$ cat src/mssr_consts.svh
// constants of the misc status and shadow register slice
`ifndef MSSR_CONSTS_SVH
`define MSSR_CONSTS_SVH
// register indices, byte address is four times the index
`define MSSR_IDX_EVT    6'h1C
`define MSSR_IDX_U2FC   6'h1D
`define MSSR_IDX_FORCE  6'h1E
`define MSSR_IDX_RATE   6'h1F
`define MSSR_IDX_U1FC   6'h20
`define MSSR_IDX_MASK   6'h21
// reset values
`define MSSR_RST_EVT    6'h00
`define MSSR_RST_U2FC   8'h00
`define MSSR_RST_FORCE  2'h3
`define MSSR_RST_RATE   8'h02
`define MSSR_RST_U1FC   8'h00
`define MSSR_RST_MASK   6'h00
// field layout
`define MSSR_EVT_W      6
`define MSSR_FORCE_D0   0
`define MSSR_FORCE_D1   1
`define MSSR_U2FC_RMASK 8'hCF
`define MSSR_RATE_RMASK 8'hDF
// settle cycles after reset before edges count
`define MSSR_PRIME_CYC  2'h3
`endif

$ cat src/mssr_pkg.sv
// types of the misc status and shadow register slice
package mssr_pkg;
	// apb slave states, one-hot
	typedef enum logic [1:0] {
		MSSR_ST_IDLE = 2'b01, // waiting for an access phase
		MSSR_ST_RESP = 2'b10  // pready high, transfer completes
	} mssr_state_t;
	typedef logic [7:0] mssr_byte_t; // one register byte
endpackage

$ cat src/mssr_top.sv
// misc event status, serial and floppy shadow registers behind apb
`timescale 1ns/1ps
`default_nettype none
`include "mssr_consts.svh"
module mssr_top (
	input  wire logic        pclk,                   // apb clock, 100 MHz
	input  wire logic        presetn,                // async reset, active low
	input  wire logic        psel,                   // apb select
	input  wire logic        penable,                // apb access phase
	input  wire logic        pwrite,                 // apb direction
	input  wire logic [7:0]  paddr,                  // apb byte address
	input  wire logic [31:0] pwdata,                 // apb write data
	output logic      [31:0] prdata,                 // apb read data
	output logic             pready,                 // apb ready
	output logic             pslverr,                // apb error, unmapped index
	input  wire logic [5:0]  edge_pin,               // edge_pin_0..edge_pin_5
	input  wire logic        uart2_fifo_ctrl_we,     // second serial fcr write strobe
	input  wire logic [7:0]  uart2_fifo_ctrl_wdata,  // second serial fcr value
	input  wire logic        uart1_fifo_ctrl_we,     // first serial fcr write strobe
	input  wire logic [7:0]  uart1_fifo_ctrl_wdata,  // first serial fcr value
	input  wire logic        floppy_rate_we,         // floppy rate select write strobe
	input  wire logic [7:0]  floppy_rate_wdata,      // floppy rate select value
	input  wire logic        step_pulse_out,         // drive step active
	input  wire logic        drive0_select,          // drive 0 selected
	input  wire logic        drive1_select,          // drive 1 selected
	input  wire logic        media_changed_in,       // drive media changed
	output logic             media_changed_bit,      // bit 7 of floppy_digital_input_reg
	output logic             irq                     // unmasked event pending, level
);
	// apb state
	mssr_pkg::mssr_state_t st_r, st_nxt;       // slave phase
	logic [31:0]           prdata_r, prdata_nxt; // read data
	logic                  pready_r, pready_nxt; // ready
	logic                  perr_r, perr_nxt;    // error
	// register state
	logic [5:0]            evt_r, evt_nxt;      // event status
	logic [5:0]            mask_r, mask_nxt;    // event mask
	logic [1:0]            force_r, force_nxt;  // force change per drive
	mssr_pkg::mssr_byte_t  u2fc_r, u2fc_nxt;    // second serial mirror
	mssr_pkg::mssr_byte_t  u1fc_r, u1fc_nxt;    // first serial mirror
	mssr_pkg::mssr_byte_t  rate_r, rate_nxt;    // floppy rate mirror
	logic                  media_r, media_nxt;  // media changed output
	logic                  irq_r, irq_nxt;      // interrupt output
	// pin sampling
	logic [5:0]            sync1_r, sync2_r, prev_r; // synchroniser and history
	logic [1:0]            prime_r, prime_nxt;  // settle counter after reset
	logic [5:0]            edge_det;            // one-cycle edge pulses
	// decode
	logic [5:0]            idx;                 // register index
	logic                  hit;                 // index is mapped
	logic                  wr_go;               // write takes effect now
	logic                  step0, step1;        // per drive clear terms
	mssr_pkg::mssr_byte_t  rd_byte;             // selected read value

	assign idx   = paddr[7:2];
	assign wr_go = psel && penable && pwrite && pready_r;
	assign step0 = step_pulse_out && drive0_select;
	assign step1 = step_pulse_out && drive1_select;

	// index decode and read mux
	always_comb begin
		hit     = 1'b1;
		rd_byte = 8'h00;
		unique case (idx)
			`MSSR_IDX_EVT:   rd_byte = {2'h0, evt_r};
			`MSSR_IDX_U2FC:  rd_byte = u2fc_r & `MSSR_U2FC_RMASK;
			`MSSR_IDX_FORCE: rd_byte = {6'h00, force_r};
			`MSSR_IDX_RATE:  rd_byte = rate_r & `MSSR_RATE_RMASK;
			`MSSR_IDX_U1FC:  rd_byte = u1fc_r & `MSSR_U2FC_RMASK;
			`MSSR_IDX_MASK:  rd_byte = {2'h0, mask_r};
			default:         hit     = 1'b0;                       // unmapped index
		endcase
	end

	// apb slave: one wait cycle, then pready for exactly one cycle
	always_comb begin
		st_nxt     = st_r;
		prdata_nxt = prdata_r;
		pready_nxt = 1'b0;
		perr_nxt   = 1'b0;
		unique case (st_r)
			mssr_pkg::MSSR_ST_IDLE: begin
				if (psel && penable) begin // access phase seen
					st_nxt     = mssr_pkg::MSSR_ST_RESP;
					pready_nxt = 1'b1;
					perr_nxt   = !hit;
					prdata_nxt = (pwrite || !hit) ? 32'h0000_0000 : {24'h00_0000, rd_byte};
				end
			end
			mssr_pkg::MSSR_ST_RESP: begin // transfer completes this edge
				st_nxt     = mssr_pkg::MSSR_ST_IDLE;
				prdata_nxt = 32'h0000_0000;
			end
		endcase
	end

	always_ff @(posedge pclk or negedge presetn) begin
		if (!presetn) begin
			st_r     <= mssr_pkg::MSSR_ST_IDLE;
			prdata_r <= 32'h0000_0000;
			pready_r <= 1'b0;
			perr_r   <= 1'b0;
		end else begin
			st_r     <= st_nxt;
			prdata_r <= prdata_nxt;
			pready_r <= pready_nxt;
			perr_r   <= perr_nxt;
		end
	end

	assign prdata  = prdata_r;
	assign pready  = pready_r;
	assign pslverr = perr_r;

	// pin synchroniser, only sync2 reads sync1
	always_ff @(posedge pclk or negedge presetn) begin
		if (!presetn) begin
			sync1_r <= 6'h00;
			sync2_r <= 6'h00;
			prev_r  <= 6'h00;
		end else begin
			sync1_r <= edge_pin;
			sync2_r <= sync1_r;
			prev_r  <= sync2_r;
		end
	end

	// hold off edges until history holds real pin levels
	always_comb begin
		prime_nxt = (prime_r == `MSSR_PRIME_CYC) ? prime_r : prime_r + 2'h1;
		edge_det  = (prime_r == `MSSR_PRIME_CYC) ? (sync2_r ^ prev_r) : 6'h00;
	end

	always_ff @(posedge pclk or negedge presetn) begin
		if (!presetn) begin
			prime_r <= 2'h0;
		end else begin
			prime_r <= prime_nxt;
		end
	end

	// register next values
	always_comb begin
		evt_nxt   = evt_r;
		mask_nxt  = mask_r;
		force_nxt = force_r;
		u2fc_nxt  = u2fc_r;
		u1fc_nxt  = u1fc_r;
		rate_nxt  = rate_r;
		// write-one clear, edges applied after so they win
		if (wr_go && idx == `MSSR_IDX_EVT) begin
			evt_nxt = evt_r & ~pwdata[5:0];
		end
		evt_nxt = evt_nxt | edge_det;
		if (wr_go && idx == `MSSR_IDX_MASK) begin
			mask_nxt = pwdata[5:0];
		end
		// step clears, software set applied after so it wins
		if (step0) begin
			force_nxt[`MSSR_FORCE_D0] = 1'b0;
		end
		if (step1) begin
			force_nxt[`MSSR_FORCE_D1] = 1'b0;
		end
		if (wr_go && idx == `MSSR_IDX_FORCE) begin
			force_nxt = force_nxt | pwdata[1:0];
		end
		// mirrors follow the serial and floppy write strobes
		if (uart2_fifo_ctrl_we) begin
			u2fc_nxt = uart2_fifo_ctrl_wdata;
		end
		if (uart1_fifo_ctrl_we) begin
			u1fc_nxt = uart1_fifo_ctrl_wdata;
		end
		if (floppy_rate_we) begin
			rate_nxt = floppy_rate_wdata;
		end
		// irq from the next state, media bit from the current force_r
		media_nxt = (drive0_select && force_r[`MSSR_FORCE_D0]) ||
		            (drive1_select && force_r[`MSSR_FORCE_D1]) || media_changed_in;
		irq_nxt   = |(evt_nxt & mask_nxt);
	end

	always_ff @(posedge pclk or negedge presetn) begin
		if (!presetn) begin
			evt_r   <= `MSSR_RST_EVT;
			mask_r  <= `MSSR_RST_MASK;
			force_r <= `MSSR_RST_FORCE;
			u2fc_r  <= `MSSR_RST_U2FC;
			u1fc_r  <= `MSSR_RST_U1FC;
			rate_r  <= `MSSR_RST_RATE;
			media_r <= 1'b0;
			irq_r   <= 1'b0;
		end else begin
			evt_r   <= evt_nxt;
			mask_r  <= mask_nxt;
			force_r <= force_nxt;
			u2fc_r  <= u2fc_nxt;
			u1fc_r  <= u1fc_nxt;
			rate_r  <= rate_nxt;
			media_r <= media_nxt;
			irq_r   <= irq_nxt;
		end
	end

	assign media_changed_bit = media_r;
	assign irq               = irq_r;

	// write of zeros never clears an event bit
	property p_w1c_zero;
		@(posedge pclk) disable iff (!presetn)
		(wr_go && idx == `MSSR_IDX_EVT && pwdata[5:0] == 6'h00) |=> (($past(evt_r) & ~evt_r) == 6'h00);
	endproperty
	a_w1c_zero: assert property (p_w1c_zero) else $error("event bit lost on zero write");

	// write of ones clears exactly those bits when no edge
	property p_w1c_one;
		@(posedge pclk) disable iff (!presetn)
		(wr_go && idx == `MSSR_IDX_EVT && edge_det == 6'h00) |=> (evt_r == ($past(evt_r) & ~$past(pwdata[5:0])));
	endproperty
	a_w1c_one: assert property (p_w1c_one) else $error("event clear wrong");

	// pin toggle sets its own bit three cycles later, even under clear
	property p_edge_set;
		@(posedge pclk) disable iff (!presetn)
		(prime_r == `MSSR_PRIME_CYC && $changed(sync2_r)) |=> ((evt_r & $past(sync2_r ^ prev_r)) == $past(sync2_r ^ prev_r));
	endproperty
	a_edge_set: assert property (p_edge_set) else $error("edge did not set status");

	// reserved event bits read zero
	property p_evt_rsvd;
		@(posedge pclk) disable iff (!presetn)
		(pready_r && !pwrite && idx == `MSSR_IDX_EVT) |-> (prdata_r[31:6] == 26'h0);
	endproperty
	a_evt_rsvd: assert property (p_evt_rsvd) else $error("event reserved bits set");

	// mirror reports last strobe value, reserved bits masked
	property p_u2fc;
		@(posedge pclk) disable iff (!presetn)
		uart2_fifo_ctrl_we |=> (u2fc_r == $past(uart2_fifo_ctrl_wdata)) && (rd_byte[5:4] == 2'h0 || idx != `MSSR_IDX_U2FC);
	endproperty
	a_u2fc: assert property (p_u2fc) else $error("serial mirror wrong");

	// software write never clears a force bit without step
	property p_force_keep;
		@(posedge pclk) disable iff (!presetn)
		(!step_pulse_out) |=> (($past(force_r) & ~force_r) == 2'h0);
	endproperty
	a_force_keep: assert property (p_force_keep) else $error("force bit cleared without step");

	// step with drive 0 selected and no set clears its force bit
	property p_force_step;
		@(posedge pclk) disable iff (!presetn)
		(step0 && !(wr_go && idx == `MSSR_IDX_FORCE && pwdata[0])) |=> !force_r[`MSSR_FORCE_D0];
	endproperty
	a_force_step: assert property (p_force_step) else $error("step did not clear force");

	// step with drive 1 selected and no set clears its force bit
	property p_force_step1;
		@(posedge pclk) disable iff (!presetn)
		(step1 && !(wr_go && idx == `MSSR_IDX_FORCE && pwdata[1])) |=> !force_r[`MSSR_FORCE_D1];
	endproperty
	a_force_step1: assert property (p_force_step1) else $error("step did not clear drive 1 force");

	// media bit is the registered or of its three terms
	property p_media;
		@(posedge pclk) disable iff (!presetn)
		1'b1 |=> (media_changed_bit == (($past(drive0_select) && $past(force_r[0])) ||
		          ($past(drive1_select) && $past(force_r[1])) || $past(media_changed_in)));
	endproperty
	a_media: assert property (p_media) else $error("media bit wrong");

	// rate mirror keeps bit 5 zero on reads
	property p_rate_rsvd;
		@(posedge pclk) disable iff (!presetn)
		(pready_r && !pwrite && idx == `MSSR_IDX_RATE) |-> (prdata_r[5] == 1'b0);
	endproperty
	a_rate_rsvd: assert property (p_rate_rsvd) else $error("rate reserved bit set");

	// interrupt follows unmasked status
	property p_irq_level;
		@(posedge pclk) disable iff (!presetn)
		irq == |(evt_r & mask_r);
	endproperty
	a_irq_level: assert property (p_irq_level) else $error("irq level wrong");

	// pready lasts exactly one cycle
	property p_ready_pulse;
		@(posedge pclk) disable iff (!presetn)
		pready_r |=> !pready_r;
	endproperty
	a_ready_pulse: assert property (p_ready_pulse) else $error("ready longer than one cycle");
endmodule
`default_nettype wire

$ cat config.mk
export PLATFORM = sky130hd
export DESIGN_NAME = mssr_top
export DESIGN_NICKNAME = d
export VERILOG_FILES = /design/src/mssr_pkg.sv /design/src/mssr_top.sv
export VERILOG_INCLUDE_DIRS = /design/src
export SDC_FILE = /design/constraint.sdc
export NUM_CORES = 1
export LEC_CHECK = 0
export BUFFER_PORTS_ARGS = -buffer_cell sky130_fd_sc_hd__buf_4
export CORE_MARGIN = 8
export CORE_UTILIZATION = 48
export DETAILED_ROUTE_END_ITERATION = 12
export GPL_TIMING_DRIVEN = 0
export PLACE_DENSITY = 0.9
export SLEW_MARGIN = 20
export SYNTH_ARGS = -nofsm -noshare
export SYNTH_HDL_FRONTEND = slang
export SYNTH_SLANG_ARGS = --single-unit
$ cat constraint.sdc
create_clock -name pclk -period 2.5 [get_ports pclk]
set_input_delay 0.5 -clock pclk [delete_from_list [all_inputs] [get_ports pclk]]
set_output_delay 0.5 -clock pclk [all_outputs]
set_load 0.1 [all_outputs]
Word-level counts from Yosys, hierarchy flattened
Index checks and enable logic that the tools add are counted.
Widths: inputs -> output; s select.
- flip-flop bits (word level): 96
- input bits: 82
- add/sub/neg operators: 1
- eq/ne operators: 10
- muxes and demuxes: 17
- bitwise logic cells: 6
- reduce and logical (&&, ||, !) cells: 16
- operator list (kind ; number):
    $pmux 32 s2 ; 1
    $pmux 8 s6 ; 1
    $mux 32 ; 1
    $eq 6x5->1 const B ; 4
    $mux 6 ; 3
    $and 6x6->6 ; 2
    $eq 6x6->1 const B ; 2
    $reduce_or 6->1 ; 2
    $logic_and 1x1->1 ; 10
    $mux 8 ; 1
    $mux 1 ; 7
    $not 6->6 ; 1
    $or 6x6->6 ; 1
    $xor 6x6->6 ; 1
    $eq 2x2->1 const B ; 2
    $mux 2 ; 2
    $pmux 2 s2 ; 1
    $logic_or 1x1->1 ; 3
    $add 2x1->2 const B ; 1
    $eq 2x1->1 const B ; 1
    $ne 2x2->1 const B ; 1
    $or 2x2->2 ; 1
    $logic_not 1->1 ; 1

Depth between registers and ports, before layout
- word-level depth: 8
- gate-level depth with buffers: 6
- depth with buffers taken out: 5

Worst setup path after synthesis
Ideal clock, no wire load.
- path kind: reg-to-reg
- start point: register pready_r (netlist: pready)
- end point: register irq_r (netlist: irq)
- setup time: 0.129 ns
- arrival time: 2.373 ns
- path slack: -0.002 ns
- cell stages (with the launch flop): 7
- path buffers: 1
- clock period less this slack: 2.502 ns
- path through: dfrtp_1 and4_1 buf_2 nand4b_4 mux2_4 a22o_1 a2111o_1
- RTL lines (element ; RTL line ; source):
    start, declared ; mssr_top.sv:33 ; logic pready_r, pready_nxt;
    start signal, assigned ; mssr_top.sv:106 ; pready_r <= pready_nxt;
    $logic_and 1x1->1 ; mssr_top.sv:56 ; assign wr_go = psel && penable && pwrite && pready_r;
    $logic_and 1x1->1 (no source line) ; - ;
    $mux 6 ; mssr_top.sv:155 ; if (wr_go && idx == `MSSR_IDX_MASK) begin
    net mask_nxt[4] ; mssr_top.sv:37 ; logic [5:0] mask_r, mask_nxt;
    $and 6x6->6 ; mssr_top.sv:181 ; irq_nxt = |(evt_nxt & mask_nxt);
    $reduce_or 6->1 ; mssr_top.sv:181 ;
    net irq_nxt ; mssr_top.sv:43 ; logic irq_r, irq_nxt;
    end signal, assigned ; mssr_top.sv:202 ; irq_r <= irq_nxt;
    end, declared ; mssr_top.sv:43 ;
The timed path passes the listed nets, and every way through them passes these cells.
A chain may end at the register's enable or synchronous reset.

Worst setup path after layout
Ends and elaborated chain as after synthesis.

==> results.sh <==
export IMPL_layout_commonest_cell="buf_4"
export IMPL_routed_wl_um=6530
export IMPL_drt_iter0_drc=174
export IMPL_reg2reg_setup_slack_ns=0.50
export IMPL_met3_length_um=527
export IMPL_worst_slew_pin_slew_ns=0.827
export IMPL_synth_edf_count=0
export IMPL_worst_path_max_fanout=7
export IMPL_peakVddDrop_mv=0.453
export IMPL_diodes=0
export IMPL_die_y_um=93.7
export IMPL_path_class="flip-flop to flip-flop"
export IMPL_rows=28
export IMPL_synthFlopType="dfrtp_1"
export IMPL_port_buffers=56
export IMPL_critPathLaunchType="flip-flop"
export IMPL_num_vias=1996
export IMPL_wl_per_cell_um=16.7
export IMPL_fin_nets=395
export IMPL_mostFrequentLayoutCells="80 x buf_4, 62 x dfrtp_1, 24 x mux2_2, 24 x conb_1, 13 x a22o_1"
export IMPL_finalCriticalPeriod_ns=2.00
export IMPL_cts_resized=0
export IMPL_die_w_um=93.7
export IMPL_grt_overflow_total=0
export IMPL_ys_ff_latch=67
export IMPL_setup_violations=0
export IMPL_drt_met1_wl_um=2700
export IMPL_start_util_pct=49.2
export IMPL_hold_slack_ns=0.248
export IMPL_post_cts_buffers=0
export IMPL_grt_setup_unrepaired="no"
export IMPL_gp_congestion=0.830
export IMPL_crit_required_ns=2.72
export IMPL_dp_hpwl_um=5020
export IMPL_syn_area_per_cell_um2=13.0
export IMPL_cts_hold_buf=0
export IMPL_grt_use_total_pct=15.4
export IMPL_synth_area_mm2=0.00290
export IMPL_path_clk_slew_ns=0.07
export IMPL_firstDrtPassIters=4
export IMPL_wl_met2_um=3140
export IMPL_power_density_mw_per_mm2=668
export IMPL_p_leak_nw=1.80
export IMPL_hp_class="primary input to asynchronous set/reset pin"
export IMPL_maxUsedRoutingLayer="met4"
export IMPL_tns_ns=0
export IMPL_die_area_mm2=0.00877
export IMPL_fmax_mhz=500
export IMPL_cp_end_kind="flip-flop"
export IMPL_insertion_delay_ns=0.34
export IMPL_viasPerCell=5.09
export IMPL_ys_seq_area_share_pct=58.1
export IMPL_synthToLayoutAreaGrowth_pct=26.8
export IMPL_maxCapViolCount=0
export IMPL_async_flop_share_pct=100
export IMPL_drc_errors=0
export IMPL_status="completed"
export IMPL_drive_gt1_share_pct=41.3
export IMPL_clockRootBuffer="clkbuf_8"
export IMPL_grt_pass1_vias=2170
export IMPL_fin_crit_sh_pct=80.0
export IMPL_yosys_warnings=0
export IMPL_antenna_found_initial=0
export IMPL_grt_pass1_wl_um=10400
export IMPL_cts_tree="done"
export IMPL_crit_start="pready"
export IMPL_hold_violations=0
export IMPL_report_final_slew_viol_count=0
export IMPL_timing_rr_start="pready"
export IMPL_arrival_ns=2.22
export IMPL_yosysUniqueCellTypes=47
export IMPL_finalClockSkew_ns=0.00570
export IMPL_relSlewSlack_pct=44.8
export IMPL_cts_sinks=67
export IMPL_coreArea_mm2=0.00589
export IMPL_cts_htree_levels=3
export IMPL_numCtsBuffers=9
export IMPL_syn_instance_count=222
export IMPL_clock_path_buffers=2
export IMPL_drtAntennaViolNets=0
export IMPL_grt_max_degree=68
export IMPL_io_pins=118
power breakdown:
part	leakage (nW)	switching, mW	total, mW	internal, mW
Combinational	0.919	0.320	0.464	0.144
Clock	0.0905	0.377	0.789	0.412
Sequential	0.790	0.0382	1.20	1.16
Total	1.80	0.734	2.45	1.72
kinds of logic after synthesis:
kind of cell,after synthesis,synth area share (%)
DFF,67,58.1
and+or+nand+nor,40,8.77
AOI/OAI and AO/OA,38,10.1
buffers and inverters,36,7.95
muxes,32,12.4
xor gates and xnor gates,7,2.12
adders and majority gates,1,0.432
other,1,0.130
sequential cells by signal, summed over array words and instances (netlist names), 2 cells and up:
| name | count |
|---|---|
| evt_r | 6 |
| force_r | 2 |
| mask_r | 6 |
| prdata | 8 |
| prev_r | 6 |
| prime_r | 2 |
| rate_r | 7 |
| st_r | 2 |
| sync1_r | 6 |
| sync2_r | 6 |
| u1fc_r | 6 |
| u2fc_r | 6 |
final timing paths:
check                             end  cells past startpoint
max in group asynchronous      pready                      1
min in group pclk          sync1_r[3]                      1
setup / recovery                  irq                      6
hold reg to reg            sync2_r[1]                      0
setup reg to reg                  irq                      6
hold / removal              u1fc_r[0]                      1
synth_stat cells (2+ instances only):
library cell,n,share of area [%]
a21oi_1,4,0.69
a222oi_1,2,0.69
a22o_1,13,3.9
a22oi_1,2,0.52
a31oi_1,2,0.43
and3_1,3,0.65
and4b_1,2,0.69
buf_2,4,0.69
buf_4,24,6.2
clkbuf_1,5,0.65
dfrtp_1,63,54
dfstp_2,4,3.6
mux2_2,24,9.3
mux2_4,2,1.0
mux2i_1,6,2.1
nand2_1,8,1.0
nand2b_1,2,0.43
nand3_1,2,0.35
nand4_1,4,0.86
nor2_1,8,1.0
nor3_1,2,0.35
o211ai_1,2,0.52
o21ai_1,4,0.69
o22ai_1,2,0.43
xor2_1,6,1.8
cell type report:
type	instances	area, µm²
Fill cell	469	2220
Sequential cell	67	1680
Multi-Input combinational cell	142	1070
Timing Repair Buffer	56	420
Buffer	34	223
Clock buffer	14	163
Tap cell	75	93.8
Clock inverter	2	10.0
Inverter	2	7.51
critical path, stage by stage (launching register included):
cell      delay (ns)
dfrtp_2         0.36
and4_1          0.18
buf_2           0.20
nand4b_4        0.20
mux2_4          0.35
a22o_1          0.22
a2111o_1        0.38
layer usage:
layer,vias to the layer above,global-route usage [%]
li1,938,-
met1,960,17.6
met2,82,24.5
met3,16,5.28
met4,0,9.11
met5,-,0
per-stage QoR:
stage / setup WS [ns] / cell area (µm²) / instances / power, mW / utilization, %
6_report: 0.499 / 3670 / 392 / 2.45 / 62.4
5_1_grt: 0.425 / 3670 / 392 / 2.55 / 62.4
2_1_floorplan: 0.273 / 2980 / 245 / 1.55 / -
3_5_place_dp: 0.204 / 3500 / 376 / 1.68 / 59.4
3_3_place_gp: 0.207 / 3500 / 376 / 1.66 / 59.4
4_1_cts: 0.519 / 3670 / 392 / 2.47 / 62.4
Power figures use the tool's default switching activity.
